`config.mk`:
```
export PLATFORM = sky130hd
export DESIGN_NAME = cdfe_seq
export DESIGN_NICKNAME = d
export VERILOG_FILES = /design/src/verilog/cdfe_pkg.sv /design/src/verilog/cdfe_seq.sv
export SDC_FILE = /design/constraint.sdc
export NUM_CORES = 1
export LEC_CHECK = 0
export ABC_AREA = 1
export BUFFER_PORTS_ARGS = -buffer_cell sky130_fd_sc_hd__buf_2
export CORE_MARGIN = 10
export CORE_UTILIZATION = 35
export CTS_BUF_LIST = sky130_fd_sc_hd__clkbuf_4 sky130_fd_sc_hd__clkbuf_8 sky130_fd_sc_hd__clkbuf_16
export DETAILED_ROUTE_END_ITERATION = 12
export GPL_TIMING_DRIVEN = 0
export SYNTH_ARGS = -nofsm -noshare
export SYNTH_HDL_FRONTEND = slang
export SYNTH_SLANG_ARGS = --single-unit
```
`constraint.sdc`:
```
create_clock -name core_clk -period 2.7 [get_ports core_clk]
set_input_delay 0.405 -clock core_clk [delete_from_list [all_inputs] [get_ports core_clk]]
set_output_delay 0.405 -clock core_clk [all_outputs]
set_load 0.01 [all_outputs]
```
`src/verilog/cdfe_pkg.sv`:
```
// Constants, state codes and state record of the codec detect sequencer.
// Assumes a 100 MHz core clock and one synchronous reset.
package cdfe_pkg;
	// Ready wait limit in ms and clock rate in kHz
	localparam int TIMEOUT_MS = 600;
	localparam int CLK_KHZ    = 100000;
	// Ready wait limit in cycles
	localparam int TIMEOUT_CYC = TIMEOUT_MS * CLK_KHZ;
	localparam int TMR_W       = 26;
	// Codec register indices
	localparam logic [6:0] CREG_ID  = 7'h02;
	localparam logic [6:0] CREG_EXT = 7'h3C;
	// Configuration memory addresses
	localparam logic [7:0] MEM_APTR  = 8'h0E;
	localparam logic [7:0] MEM_SCAN0 = 8'h10;
	localparam logic [7:0] MEM_LAST  = 8'h2E;
	// Expected audio data byte count
	localparam logic [15:0] AUD_LEN = 16'h0008;
	// Software register byte offsets
	localparam logic [7:0] RA_CTRL = 8'h00;
	localparam logic [7:0] RA_STAT = 8'h04;
	localparam logic [7:0] RA_IRQ  = 8'h08;
	localparam logic [7:0] RA_MASK = 8'h0C;
	localparam logic [7:0] RA_PTR  = 8'h10;
	// Control bit and event bit positions
	localparam int CTRL_START = 0;
	localparam int EV_DONE    = 0;
	localparam int EV_TMO     = 1;
	localparam int EV_ILL     = 2;
	localparam int EV_MDM     = 3;
	localparam int EV_LEN     = 4;
	localparam int EV_W       = 5;
	// Codec kind codes: bit 0 audio, bit 1 modem
	localparam logic [1:0] CT_NONE  = 2'h0;
	localparam logic [1:0] CT_AUDIO = 2'h1;
	localparam logic [1:0] CT_MODEM = 2'h2;
	localparam logic [1:0] CT_COMB  = 2'h3;

	// Sequencer states
	typedef enum logic [3:0] {
		CDFE_IDLE   = 4'b0000,
		CDFE_WAITP  = 4'b0001,
		CDFE_WAITS  = 4'b0010,
		CDFE_CREG   = 4'b0011,
		CDFE_DECIDE = 4'b0100,
		CDFE_SAMPLE = 4'b0101,
		CDFE_MEM    = 4'b0110,
		CDFE_RESET  = 4'b0111,
		CDFE_NOTICE = 4'b1000
	} cdfe_state_t;

	// Whole state of the sequencer
	typedef struct packed {
		cdfe_state_t        st;
		logic               lrst_n;
		logic               aud;
		logic               mdm;
		logic               ctl;
		logic               busy;
		logic [TMR_W-1:0]   tmr;
		logic [2:0]         syp;
		logic [2:0]         sys;
		logic [2:0]         syc;
		logic               rp;
		logic               rs;
		logic               cdn;
		logic [1:0]         pt;
		logic [1:0]         stp;
		logic               sseen;
		logic [1:0]         step;
		logic               creq;
		logic [6:0]         cidx;
		logic               mreq;
		logic [7:0]         maddr;
		logic               scan;
		logic               hi;
		logic [15:0]        word;
		logic [15:0]        aptr;
		logic [15:0]        alen;
		logic               mpend;
		logic               nill;
		logic               nmdm;
		logic [EV_W-1:0]    ist;
		logic [EV_W-1:0]    imsk;
		logic               irq;
		logic [31:0]        rdata;
	} cdfe_regs_t;
endpackage

```
`src/verilog/cdfe_seq.sv`:
```
// Codec detect and function enable sequencer for an audio/modem link.
// Assumes codec register reads and configuration memory byte reads are
// served by same-clock logic; ready flags and the codec-down strap are pins.
//
// How it works
// [RULE1] Enable both functions, then release link reset
// [RULE2] Wait for slot 0 bit 15 ready
// [RULE3] Abandon ready wait after 600 ms
// [RULE4] Primary timeout skips secondary codec entirely
// [RULE5] Secondary timeout means primary only
// [RULE6] Identify primary at 00b, then secondary 01b
// [RULE7] Classify by registers 02h and 3Ch
// [RULE8] No primary disables whole link controller
// [RULE9] Audio primary alone or with audio: hide modem
// [RULE10] Modem primary alone: hide audio function
// [RULE11] Four combinations keep both functions enabled
// [RULE12] Modem primary with audio/modem secondary is illegal
// [RULE13] Combined/modem pairs: drop modem, raise notice
// [RULE14] Re-assert link reset after configuration
// [RULE15] Sample codec-down enable before extraction
// [RULE16] Audio pointer from bytes 0Eh, 0Fh
// [RULE17] Scan pointer words to 2Eh, subtract
// [RULE18] Audio data length must be eight bytes
// [RULE19] Notices stall until one-cycle acknowledge
`timescale 1ns/100ps
module cdfe_seq #(
	parameter int TIMEOUT_CYCLES = cdfe_pkg::TIMEOUT_CYC
) (
	input  wire logic        core_clk,
	input  wire logic        srst,
	input  wire logic [7:0]  reg_addr,
	input  wire logic [31:0] reg_wdata,
	input  wire logic        reg_wr,
	input  wire logic        reg_rd,
	output logic      [31:0] reg_rdata,
	output logic             irq,
	output logic             link_reset_n,
	output logic             audio_enable,
	output logic             modem_enable,
	output logic             ctrl_enable,
	input  wire logic        codec_ready_pri,
	input  wire logic        codec_ready_sec,
	input  wire logic        codec_down_enable_n,
	output logic             creg_req,
	output logic      [1:0]  creg_codec,
	output logic      [6:0]  creg_index,
	input  wire logic        creg_ack,
	input  wire logic [15:0] creg_data,
	output logic             mem_req,
	output logic      [7:0]  mem_addr,
	input  wire logic        mem_ack,
	input  wire logic [7:0]  mem_data,
	output logic             notice_illegal,
	output logic             notice_modem,
	input  wire logic        notice_ack
);
	// Last cycle of the ready wait
	localparam logic [cdfe_pkg::TMR_W-1:0] TMO_LAST =
		cdfe_pkg::TMR_W'(TIMEOUT_CYCLES - 1);
	localparam int TMO_INT = TIMEOUT_CYCLES;

	cdfe_pkg::cdfe_regs_t s;      // Registered state
	cdfe_pkg::cdfe_regs_t next_s; // Next state
	logic [cdfe_pkg::EV_W-1:0] ev;     // Events this cycle
	logic [cdfe_pkg::EV_W-1:0] clr;    // Software clears
	logic [15:0]               w;      // Assembled word
	logic                      nz;     // Codec register nonzero
	logic                      ctrl_wr; // Control register write seen

	// Outputs straight from the state flops
	assign reg_rdata      = s.rdata;
	assign irq            = s.irq;
	assign link_reset_n   = s.lrst_n;
	assign audio_enable   = s.aud;
	assign modem_enable   = s.mdm;
	assign ctrl_enable    = s.ctl;
	assign creg_req       = s.creq;
	assign creg_codec     = {1'b0, s.step[1]};
	assign creg_index     = s.cidx;
	assign mem_req        = s.mreq;
	assign mem_addr       = s.maddr;
	assign notice_illegal = s.nill;
	assign notice_modem   = s.nmdm;

	// Next-state logic
	always_comb
	begin
		next_s = s;
		ev = '0;
		w = {mem_data, s.word[7:0]};
		nz = (creg_data != 16'h0000);
		ctrl_wr = reg_wr && (reg_addr == cdfe_pkg::RA_CTRL);
		// Pin synchronisers, change taken when stages agree
		next_s.syp = {s.syp[1:0], codec_ready_pri};
		next_s.sys = {s.sys[1:0], codec_ready_sec};
		next_s.syc = {s.syc[1:0], codec_down_enable_n};
		if (s.syp[2] == s.syp[1])
			next_s.rp = s.syp[2];
		if (s.sys[2] == s.sys[1])
			next_s.rs = s.sys[2];
		if (s.syc[2] == s.syc[1])
			next_s.cdn = s.syc[2];
		// Register reads, data stands one cycle
		next_s.rdata = 32'h00000000;
		if (reg_rd)
		begin
			case (reg_addr)
				cdfe_pkg::RA_STAT:
					next_s.rdata = {16'h0000, 4'(s.st), s.nmdm,
						s.nill, s.stp, s.pt, s.cdn, s.lrst_n,
						s.ctl, s.mdm, s.aud, s.busy};
				cdfe_pkg::RA_IRQ:
					next_s.rdata = {27'h0, s.ist};
				cdfe_pkg::RA_MASK:
					next_s.rdata = {27'h0, s.imsk};
				cdfe_pkg::RA_PTR:
					next_s.rdata = {s.alen, s.aptr};
				// Control and unmapped read as zero
				default:
					next_s.rdata = 32'h00000000;
			endcase
		end

		case (s.st)
			// Wait for a start command
			cdfe_pkg::CDFE_IDLE:
			begin
				if (ctrl_wr && reg_wdata[cdfe_pkg::CTRL_START])
				begin
					// [RULE1] Enable functions first
					next_s.aud   = 1'b1;
					next_s.mdm   = 1'b1;
					next_s.ctl   = 1'b1;
					next_s.busy  = 1'b1;
					next_s.tmr   = '0;
					next_s.pt    = cdfe_pkg::CT_NONE;
					next_s.stp   = cdfe_pkg::CT_NONE;
					next_s.sseen = 1'b0;
					next_s.alen  = 16'h0000;
					next_s.aptr  = 16'h0000;
					next_s.st    = cdfe_pkg::CDFE_WAITP;
				end
			end
			// Primary ready wait
			cdfe_pkg::CDFE_WAITP:
			begin
				// [RULE1] Release link reset
				next_s.lrst_n = 1'b1;
				// [RULE2] Primary ready flag
				if (s.rp)
				begin
					next_s.tmr = '0;
					next_s.st  = cdfe_pkg::CDFE_WAITS;
				end
				// [RULE4] No secondary search
				else if (s.tmr == TMO_LAST)
				begin
					ev[cdfe_pkg::EV_TMO] = 1'b1;
					next_s.st = cdfe_pkg::CDFE_DECIDE;
				end
				// [RULE3] Bounded wait count
				else
					next_s.tmr = s.tmr + 1'b1;
			end
			// Secondary ready wait
			cdfe_pkg::CDFE_WAITS:
			begin
				// [RULE2] Secondary ready flag
				if (s.rs || s.tmr == TMO_LAST)
				begin
					// [RULE5] Timeout keeps primary only
					next_s.sseen = s.rs;
					ev[cdfe_pkg::EV_TMO] = !s.rs;
					next_s.step = 2'h0;
					next_s.creq = 1'b1;
					next_s.cidx = cdfe_pkg::CREG_ID;
					next_s.st   = cdfe_pkg::CDFE_CREG;
				end
				else
					next_s.tmr = s.tmr + 1'b1;
			end
			// Codec register reads, primary then secondary
			cdfe_pkg::CDFE_CREG:
			begin
				if (creg_ack)
				begin
					// [RULE7] Nonzero register marks a function
					case (s.step)
						2'h0: next_s.pt[0] = nz;
						2'h1: next_s.pt[1] = nz;
						2'h2: next_s.stp[0] = nz;
						default: next_s.stp[1] = nz;
					endcase
					// [RULE6] Secondary only after primary
					if (s.step == 2'h3 || (s.step == 2'h1 && !s.sseen))
					begin
						next_s.creq = 1'b0;
						next_s.st   = cdfe_pkg::CDFE_DECIDE;
					end
					else
					begin
						next_s.step = s.step + 2'h1;
						next_s.cidx = s.step[0] ? cdfe_pkg::CREG_ID
							: cdfe_pkg::CREG_EXT;
					end
				end
			end
			// Enable or disable functions by combination
			cdfe_pkg::CDFE_DECIDE:
			begin
				// [RULE8] No primary, controller off
				if (s.pt == cdfe_pkg::CT_NONE)
				begin
					next_s.ctl = 1'b0;
					next_s.aud = 1'b0;
					next_s.mdm = 1'b0;
					next_s.st  = cdfe_pkg::CDFE_RESET;
				end
				// [RULE12] Illegal pair, both off
				else if (s.pt == cdfe_pkg::CT_MODEM &&
					(s.stp == cdfe_pkg::CT_AUDIO ||
					s.stp == cdfe_pkg::CT_MODEM))
				begin
					next_s.aud  = 1'b0;
					next_s.mdm  = 1'b0;
					next_s.nill = 1'b1;
					ev[cdfe_pkg::EV_ILL] = 1'b1;
					next_s.st   = cdfe_pkg::CDFE_NOTICE;
				end
				else
				begin
					// [RULE9] Audio primary hides modem
					if (s.pt == cdfe_pkg::CT_AUDIO &&
						(s.stp == cdfe_pkg::CT_NONE ||
						s.stp == cdfe_pkg::CT_AUDIO))
						next_s.mdm = 1'b0;
					// [RULE10] Lone modem hides audio
					if (s.pt == cdfe_pkg::CT_MODEM &&
						s.stp == cdfe_pkg::CT_NONE)
						next_s.aud = 1'b0;
					// [RULE13] Modem dropped, notice later
					if ((s.pt == cdfe_pkg::CT_COMB &&
						s.stp[1]) || (s.pt == cdfe_pkg::CT_MODEM
						&& s.stp == cdfe_pkg::CT_COMB))
					begin
						next_s.mdm   = 1'b0;
						next_s.mpend = 1'b1;
					end
					// [RULE11] Other pairs keep both
					next_s.st = cdfe_pkg::CDFE_SAMPLE;
				end
			end
			// Decide where identification data lives
			cdfe_pkg::CDFE_SAMPLE:
			begin
				// [RULE15] Riser masters when strap high
				if (s.cdn && s.aud && (s.pt[0] || s.stp[0]))
				begin
					// [RULE16] Start at audio pointer bytes
					next_s.maddr = cdfe_pkg::MEM_APTR;
					next_s.mreq  = 1'b1;
					next_s.scan  = 1'b0;
					next_s.hi    = 1'b0;
					next_s.st    = cdfe_pkg::CDFE_MEM;
				end
				else
					next_s.st = cdfe_pkg::CDFE_RESET;
			end
			// Byte reads assembled into words, low byte first
			cdfe_pkg::CDFE_MEM:
			begin
				if (mem_ack)
				begin
					next_s.maddr = s.maddr + 8'h01;
					next_s.hi    = !s.hi;
					next_s.word  = s.hi ? w : {8'h00, mem_data};
					// [RULE16] Upper byte from odd address
					if (s.hi && !s.scan)
					begin
						next_s.aptr  = w;
						next_s.scan  = 1'b1;
						next_s.maddr = cdfe_pkg::MEM_SCAN0;
					end
					// [RULE17] Stop on nonzero or last word
					else if (s.hi && (w != 16'h0000 ||
						s.maddr[7:1] == cdfe_pkg::MEM_LAST[7:1]))
					begin
						next_s.alen = w - s.aptr;
						next_s.mreq = 1'b0;
						// [RULE18] Length check
						ev[cdfe_pkg::EV_LEN] =
							(w - s.aptr) != cdfe_pkg::AUD_LEN;
						next_s.st = cdfe_pkg::CDFE_RESET;
					end
				end
			end
			// Put the codecs back in reset
			cdfe_pkg::CDFE_RESET:
			begin
				// [RULE14] Reset again for beep pass-through
				next_s.lrst_n = 1'b0;
				if (s.mpend)
				begin
					// [RULE13] Modem-disabled notice
					next_s.mpend = 1'b0;
					next_s.nmdm  = 1'b1;
					ev[cdfe_pkg::EV_MDM] = 1'b1;
					next_s.st    = cdfe_pkg::CDFE_NOTICE;
				end
				else
				begin
					next_s.busy = 1'b0;
					ev[cdfe_pkg::EV_DONE] = 1'b1;
					next_s.st   = cdfe_pkg::CDFE_IDLE;
				end
			end
			// Stall until the user acknowledges
			cdfe_pkg::CDFE_NOTICE:
			begin
				// [RULE19] One-cycle acknowledge releases
				if (notice_ack)
				begin
					next_s.nill = 1'b0;
					next_s.nmdm = 1'b0;
					next_s.st   = cdfe_pkg::CDFE_RESET;
				end
			end
			default:
				next_s.st = cdfe_pkg::CDFE_IDLE;
		endcase

		// Sticky events, set wins over write-one clear
		clr = '0;
		if (reg_wr && reg_addr == cdfe_pkg::RA_IRQ)
			clr = reg_wdata[cdfe_pkg::EV_W-1:0];
		next_s.ist = (s.ist & ~clr) | ev;
		if (reg_wr && reg_addr == cdfe_pkg::RA_MASK)
			next_s.imsk = reg_wdata[cdfe_pkg::EV_W-1:0];
		next_s.irq = |(next_s.ist & next_s.imsk);
	end

	// State register, all zero on reset
	always_ff @(posedge core_clk)
	begin
		if (srst)
			s <= '0;
		else
			s <= next_s;
	end

	// Enables precede reset release
	chk_release_order: assert property (@(posedge core_clk) // [RULE1]
		disable iff (srst) $rose(link_reset_n) |->
		$past(audio_enable) && $past(modem_enable))
		else $error("link reset released before enables");

	// Ready moves on to the secondary wait
	chk_ready_advance: assert property (@(posedge core_clk) // [RULE2]
		disable iff (srst) s.st == cdfe_pkg::CDFE_WAITP && s.rp
		|=> s.st == cdfe_pkg::CDFE_WAITS)
		else $error("primary ready not taken");

	// Wait counter stays below the limit
	chk_wait_bound: assert property (@(posedge core_clk) // [RULE3]
		disable iff (srst) int'(s.tmr) < TMO_INT)
		else $error("ready wait overran its limit");

	// Primary timeout skips the secondary
	chk_no_secondary: assert property (@(posedge core_clk) // [RULE4]
		disable iff (srst) s.st == cdfe_pkg::CDFE_WAITP && !s.rp
		&& s.tmr == TMO_LAST |=> s.st == cdfe_pkg::CDFE_DECIDE)
		else $error("primary timeout did not skip secondary");

	// Secondary timeout leaves primary only
	chk_sec_timeout: assert property (@(posedge core_clk) // [RULE5]
		disable iff (srst) s.st == cdfe_pkg::CDFE_WAITS && !s.rs
		&& s.tmr == TMO_LAST |=> !s.sseen && s.ist[cdfe_pkg::EV_TMO])
		else $error("secondary timeout mishandled");

	// Codec address follows read step
	chk_codec_addr: assert property (@(posedge core_clk) // [RULE6]
		disable iff (srst) creg_req && creg_codec == 2'h1
		|-> s.sseen && s.step >= 2'h2)
		else $error("secondary addressed too early");

	// Missing primary turns controller off
	chk_no_primary: assert property (@(posedge core_clk) // [RULE8]
		disable iff (srst) s.st == cdfe_pkg::CDFE_DECIDE
		&& s.pt == cdfe_pkg::CT_NONE |=> !ctrl_enable ##1 !link_reset_n)
		else $error("controller left on without primary");

	// Illegal notice keeps both functions off
	chk_illegal_off: assert property (@(posedge core_clk) // [RULE12]
		disable iff (srst) notice_illegal |-> !audio_enable
		&& !modem_enable && s.st == cdfe_pkg::CDFE_NOTICE)
		else $error("illegal pair left a function on");

	// Modem notice only with modem off
	chk_modem_notice: assert property (@(posedge core_clk) // [RULE13]
		disable iff (srst) $rose(notice_modem) |->
		!modem_enable && !link_reset_n)
		else $error("modem notice with modem enabled");

	// Link reset asserted after configuration
	chk_reset_again: assert property (@(posedge core_clk) // [RULE14]
		disable iff (srst) s.st == cdfe_pkg::CDFE_RESET
		|=> !link_reset_n)
		else $error("link reset not re-asserted");

	// Stall holds until acknowledge
	chk_notice_stall: assert property (@(posedge core_clk) // [RULE19]
		disable iff (srst) s.st == cdfe_pkg::CDFE_NOTICE && !notice_ack
		|=> s.st == cdfe_pkg::CDFE_NOTICE)
		else $error("notice released without acknowledge");
endmodule // cdfe_seq

```
Yosys cells after proc, flatten, opt, wreduce, memory -nomap -nowiden --
Index checks and enable logic that the tools add are counted. W data, S select, Z words.
Storage, ports and cells: flip-flop bits (word level) 167, word-level logic and storage cells 254
Operators by class: add/sub/neg operators 4, eq/ne operators 54, muxes and demuxes 84, bitwise gates (word level) 6, reductions and logical operators 70
Operators by type and width (number):
- $pmux W32 S4 | 1
- $mux W26 | 3
- $pmux W26 S3 | 1
- $mux W16 | 4
- $pmux W32 S2 | 1
- $mux W59 | 1
- $mux W4 | 14
- $reduce_and A4 Y1 | 11
- $ne A2 B2 Y1 const B | 21
- $pmux W4 S9 | 1
- $mux W32 | 1
- $reduce_bool A16 Y1 | 2
- $mux W1 | 31
- $mux W30 | 1
- $add A26 B1 Y26 const B | 1
- $eq A26 B26 Y1 const B | 1
- $reduce_and A3 Y1 | 8
- $mux W11 | 2
- $pmux W11 S2 | 1
- $reduce_bool A2 Y1 | 11
- $pmux W10 S2 | 1
- $eq A4 B3 Y1 const B | 4
- $eq A8 B4 Y1 const B | 2
- $ne A16 B4 Y1 const B | 1
- 42 further kinds | 93

Logic depth before layout (Yosys ltp) --
word-level depth 10, gate-level depth with buffers 19

Least setup slack after synthesis --
OpenSTA, ideal clock, no wires.
path type flip-flop to flip-flop, start reg s[78] (netlist bit), end reg s (netlist bit irq), setup time 112 ps, arrival time 1870 ps, data required time 2588 ps, setup slack 717 ps, stages on the path, launching flop included 19, buffers on the path 0, cells stage by stage dfxtp_1 -> inv_1 -> ha_1 -> inv_1 -> fa_1 -> nand2_1 -> nand2_1 -> nand3_1 -> nand2_1 -> nand2_1 -> nand3b_1 -> nand2_1 -> nand2_1 -> nor2_1 -> nand3_1 -> nand2_1 -> nand2_1 -> nand2_1 -> nand2_1
On the way: word-level cells in the longest chain between the ends 10
RTL lines:
- from (decl) | RTL line cdfe_seq.sv:62 | cdfe_pkg::cdfe_regs_t s;
- from (signal assigned) | RTL line cdfe_seq.sv:348 | s <= next_s;
- parallel branches: the longest is 3 deep, another holds $sub A16 B16 Y16
- $mux W1 (*) | RTL line cdfe_seq.sv:285 | else if (s.hi && (w != 16'h0000 ||
- $mux W1 (*) | RTL line cdfe_seq.sv:278 | if (s.hi && !s.scan)
- $mux W1 (*) | RTL line cdfe_seq.sv:272 | if (mem_ack)
- $mux W1 (*) | RTL line cdfe_seq.sv:124 | case (s.st)
- $or A5 B5 Y5 (*) | RTL line cdfe_seq.sv:336 | next_s.ist = (s.ist & ~clr) | ev;
- $and A5 B5 Y5 (*) | RTL line cdfe_seq.sv:339 | next_s.irq = |(next_s.ist & next_s.imsk);
- $reduce_or A5 Y1 (*) | RTL line cdfe_seq.sv:339
Mark *: on every way between the ends. A chain may end at the register's enable or synchronous reset.

Worst setup path after layout --
Same ends and word-level chain as after synthesis.

==> metrics.csv <==
metric,value,unit
origin of the worst setup path,s[78],
actual slew at the worst max-slew pin,944,ps
Antenna Nets Post-Route,0,
Worst-Skew Late Latency,420,ps
first-pass GRT wire length,39400,um
top_reg_cell synth,dfxtp_1,
Initial Util,0.357,
Synth Area in Compound Gates,0.149,
Final Max Tran Viols,0,
sw frac,0.428,
TritonRoute pass-1 iters,5,
#FFs+latches synth,153,
adder-cell share of the synthesized area,0.0396,
row count,56,
Iteration-0 DRC Markers,601,
Synth Area in XOR/XNOR,0.0136,
sequential fraction of design power,0.297,
internal power,5.24,mW
Pwr Density,925,nW/um2
multiplexer share of the synthesized area,0,
WL final,24600,um
Sw Pwr,3.93,mW
Max Cap Violations,0,
post-route insts no fill,1685,
Worst Setup End Kind,register,
Setup crit start kind,register,
instance count of the mapped netlist,1231,
ranking of synthesized cells by area,"dfxtp_1 (36%), nand2_1 (12%), inv_1 (7.4%)",
Peak supply drop,0.520,mV
CTS tree,yes,
RSZ-0062 raised after global routing,no,
crit path kind,reg -> reg,
Simple-Gate Fraction of Synth Area,0.294,
largest net degree at the start of global routing,17,
grt ovf,0,
hpwl dp,19300,um
# placed instances,1652,
Critical Path AT,2700,ps
period utilisation layout,0.889,
Gate power share,0.438,
die area,30600,um2
hold_sp,codec_down_enable_n,
H-tree depth,4,
skew final,13.5,ps
Total GRT Usage,0.158,
largest family of logic cells by synthesized area,simple AND/OR/NAND/NOR gates,
setup TNS,0,ps
maximum clock rate,417,MHz
vias in the first global route,7621,
Ys Warns,0,
clock transition at the registers of the reported paths,60,ps
initial antenna violation count,2,
mean post-synth cell area,6.82,um2
Worst Path Required,3000,ps
min-delay worst type,in -> reg,
Post-synth EDFFs,0,
post-cts resize count,0,
Netlist cell types,49,
worst r2r src,s[78],
Area Growth Syn to Fin,18.0,%
"critical path fanouts, max",4,
port bufs,100,
post-synth top area cell,dfxtp_1,
"Seq/Total Area, Yosys",0.365,
I/O pin count,132,
Root Driver,clkbuf_16,
Slew HR,0.365,
Vias,8053,
DR WL/cell,14.6,um
P_leak,4.32,nW
final setup violation count,0,
mapped cell area,8400,um2
nets,1452,
Yosys top cell area share,0.365,
via density per instance,4.78,
deepest clock path buffer count,2,
Clock power frac,0.265,
post-CTS setup buffers,0,
CTS Buf Count,17,
# fillers,2538,
Sink Count,153,
cts hold-fix bufs,0,
share of cells above drive strength 1,0.174,
GP Congestion,0.913,
final hold vios,0,
status,"complete, no violations",
Tmin final,2400,ps
Residual DRC,0,
core area,23500,um2
"FFs w/ async S/R, synth",0,
Die Wd,175,um
die height,175,um
-- cell usage after synthesis (all sizes together) (2+ instances only) --
master	instances
nand3b	7
nor3	36
nor3b	3
a31oi	3
or2	6
o211ai	5
o31ai	3
nand3	55
dfxtp	153
and3	4
xor2	10
a211oi	22
clkbuf	21
o21a	5
o21ai	46
a21o	2
nand4	12
o22ai	15
nand2	275
nor4	14
ha	25
buf	57
inv	176
xnor2	3
nor2	151
a21oi	117
-- power by group through the flow --
stage,combinational [mW],sequential [mW],clock (mW)
floorplan,2.93,2.73,0
global placement,3.96,2.76,0
detailed placement,3.99,2.77,0
CTS,4.01,2.72,2.47
global route,4.56,2.75,2.55
finish,4.01,2.72,2.43
-- registers in the layout (all words and copies together) (netlist names) --
signal / flops
audio_enable: 1
creg_codec: 1
creg_index: 1
creg_req: 1
ctrl_enable: 1
irq: 1
link_reset_n: 1
mem_addr: 8
mem_req: 1
modem_enable: 1
next_s: 6
notice_illegal: 1
notice_modem: 1
reg_rdata: 32
s: 96
-- stage by stage --
step	power [mW]	hold slack (ps)	cell area [um2]	setup slack, ps	util
3_5_place_dp	6.75	398	9310	291	0.395
6_report	9.17	188	9910	301	0.421
3_3_place_gp	6.72	400	9310	309	0.395
5_1_grt	9.87	185	9910	93.9	0.421
2_1_floorplan	5.66	388	8410	717	-
4_1_cts	9.19	180	9910	311	0.421
-- layout make-up --
type                       instances  area (um2)  area share
antenna                            1        2.50    0.000253
buffer                            78         500      0.0505
clock buffer                      18         439      0.0443
clock inverter                    14         160      0.0162
inverter                         177         664      0.0671
multi-input combinational        825        4180       0.422
sequential                       153        3060       0.309
tap                              319         399      0.0403
timing repair buffer             100         500      0.0505
-- cells by family (layout without fill, tap and decap cells) --
kind of cell,after synthesis,count (layout)
AND/OR/NAND/NOR,563,563
buffers and inverters,255,387
AO/OA/AOI/OAI,220,220
flip-flops,153,153
adder cells (fa/ha/maj),26,26
XOR/XNOR,13,13
other,1,4
-- routing by layer --
| layer | up-vias | GRT usage | wire length [um] |
|---|---|---|---|
| met2 | 228 | 0.231 | 10100 |
| li1 | 4178 | - | - |
| met4 | 2 | 0.0417 | 370 |
| met5 | - | 0 | 13 |
| met1 | 3617 | 0.219 | 12200 |
| met3 | 28 | 0.0476 | 1920 |
-- worst max-delay path, cell delays in order, from the launching register on --
cell,delay [ps]
dfxtp_1,320
inv_1,140
ha_1,180
inv_1,50
fa_1,370
nand2_1,100
nand2_1,110
nand3_1,110
nand2_1,100
nand2_1,100
nand3b_1,110
nand2_1,90
nand2_1,50
nor2_1,80
nand3_1,80
nand2_1,130
nand2_1,70
nand2_1,60
nand2_1,60
-- worst paths after layout --
path / slack [ps] / end / cells after the start
setup / recovery: 300 / irq / 18
hold / removal: 190 / next_s[124] / 3
setup reg to reg: 300 / irq / 18
hold reg to reg: 400 / next_s[131] / 2
-- cells in the final DEF (no fill, tap or decap), types with 3 or more instances in the layout --
master        n
nor2_1      143
inv_6         4
conb_1        3
nand3b_1      6
ha_1         25
o21ai_0      41
nor3_2        4
clkinvlp_4    3
o22ai_1      15
clkbuf_1     20
nand2_1     268
nor2_2        6
and3_1        4
a211oi_1     22
inv_2        10
nand3_1      49
clkbuf_16    17
nand2_2       7
inv_1       166
buf_4        49
nor3b_1       3
xor2_1       10
a21oi_1     115
a31oi_1       3
nor3_1       32
o21a_1        5
clkinv_4      3
nor4_1       12
nand4_1      12
xnor2_1       3
o211ai_1      5
o21ai_1       3
nand3_2       6
buf_2       106
or2_2         3
dfxtp_1     153
Power figures use the tool's default switching activity.
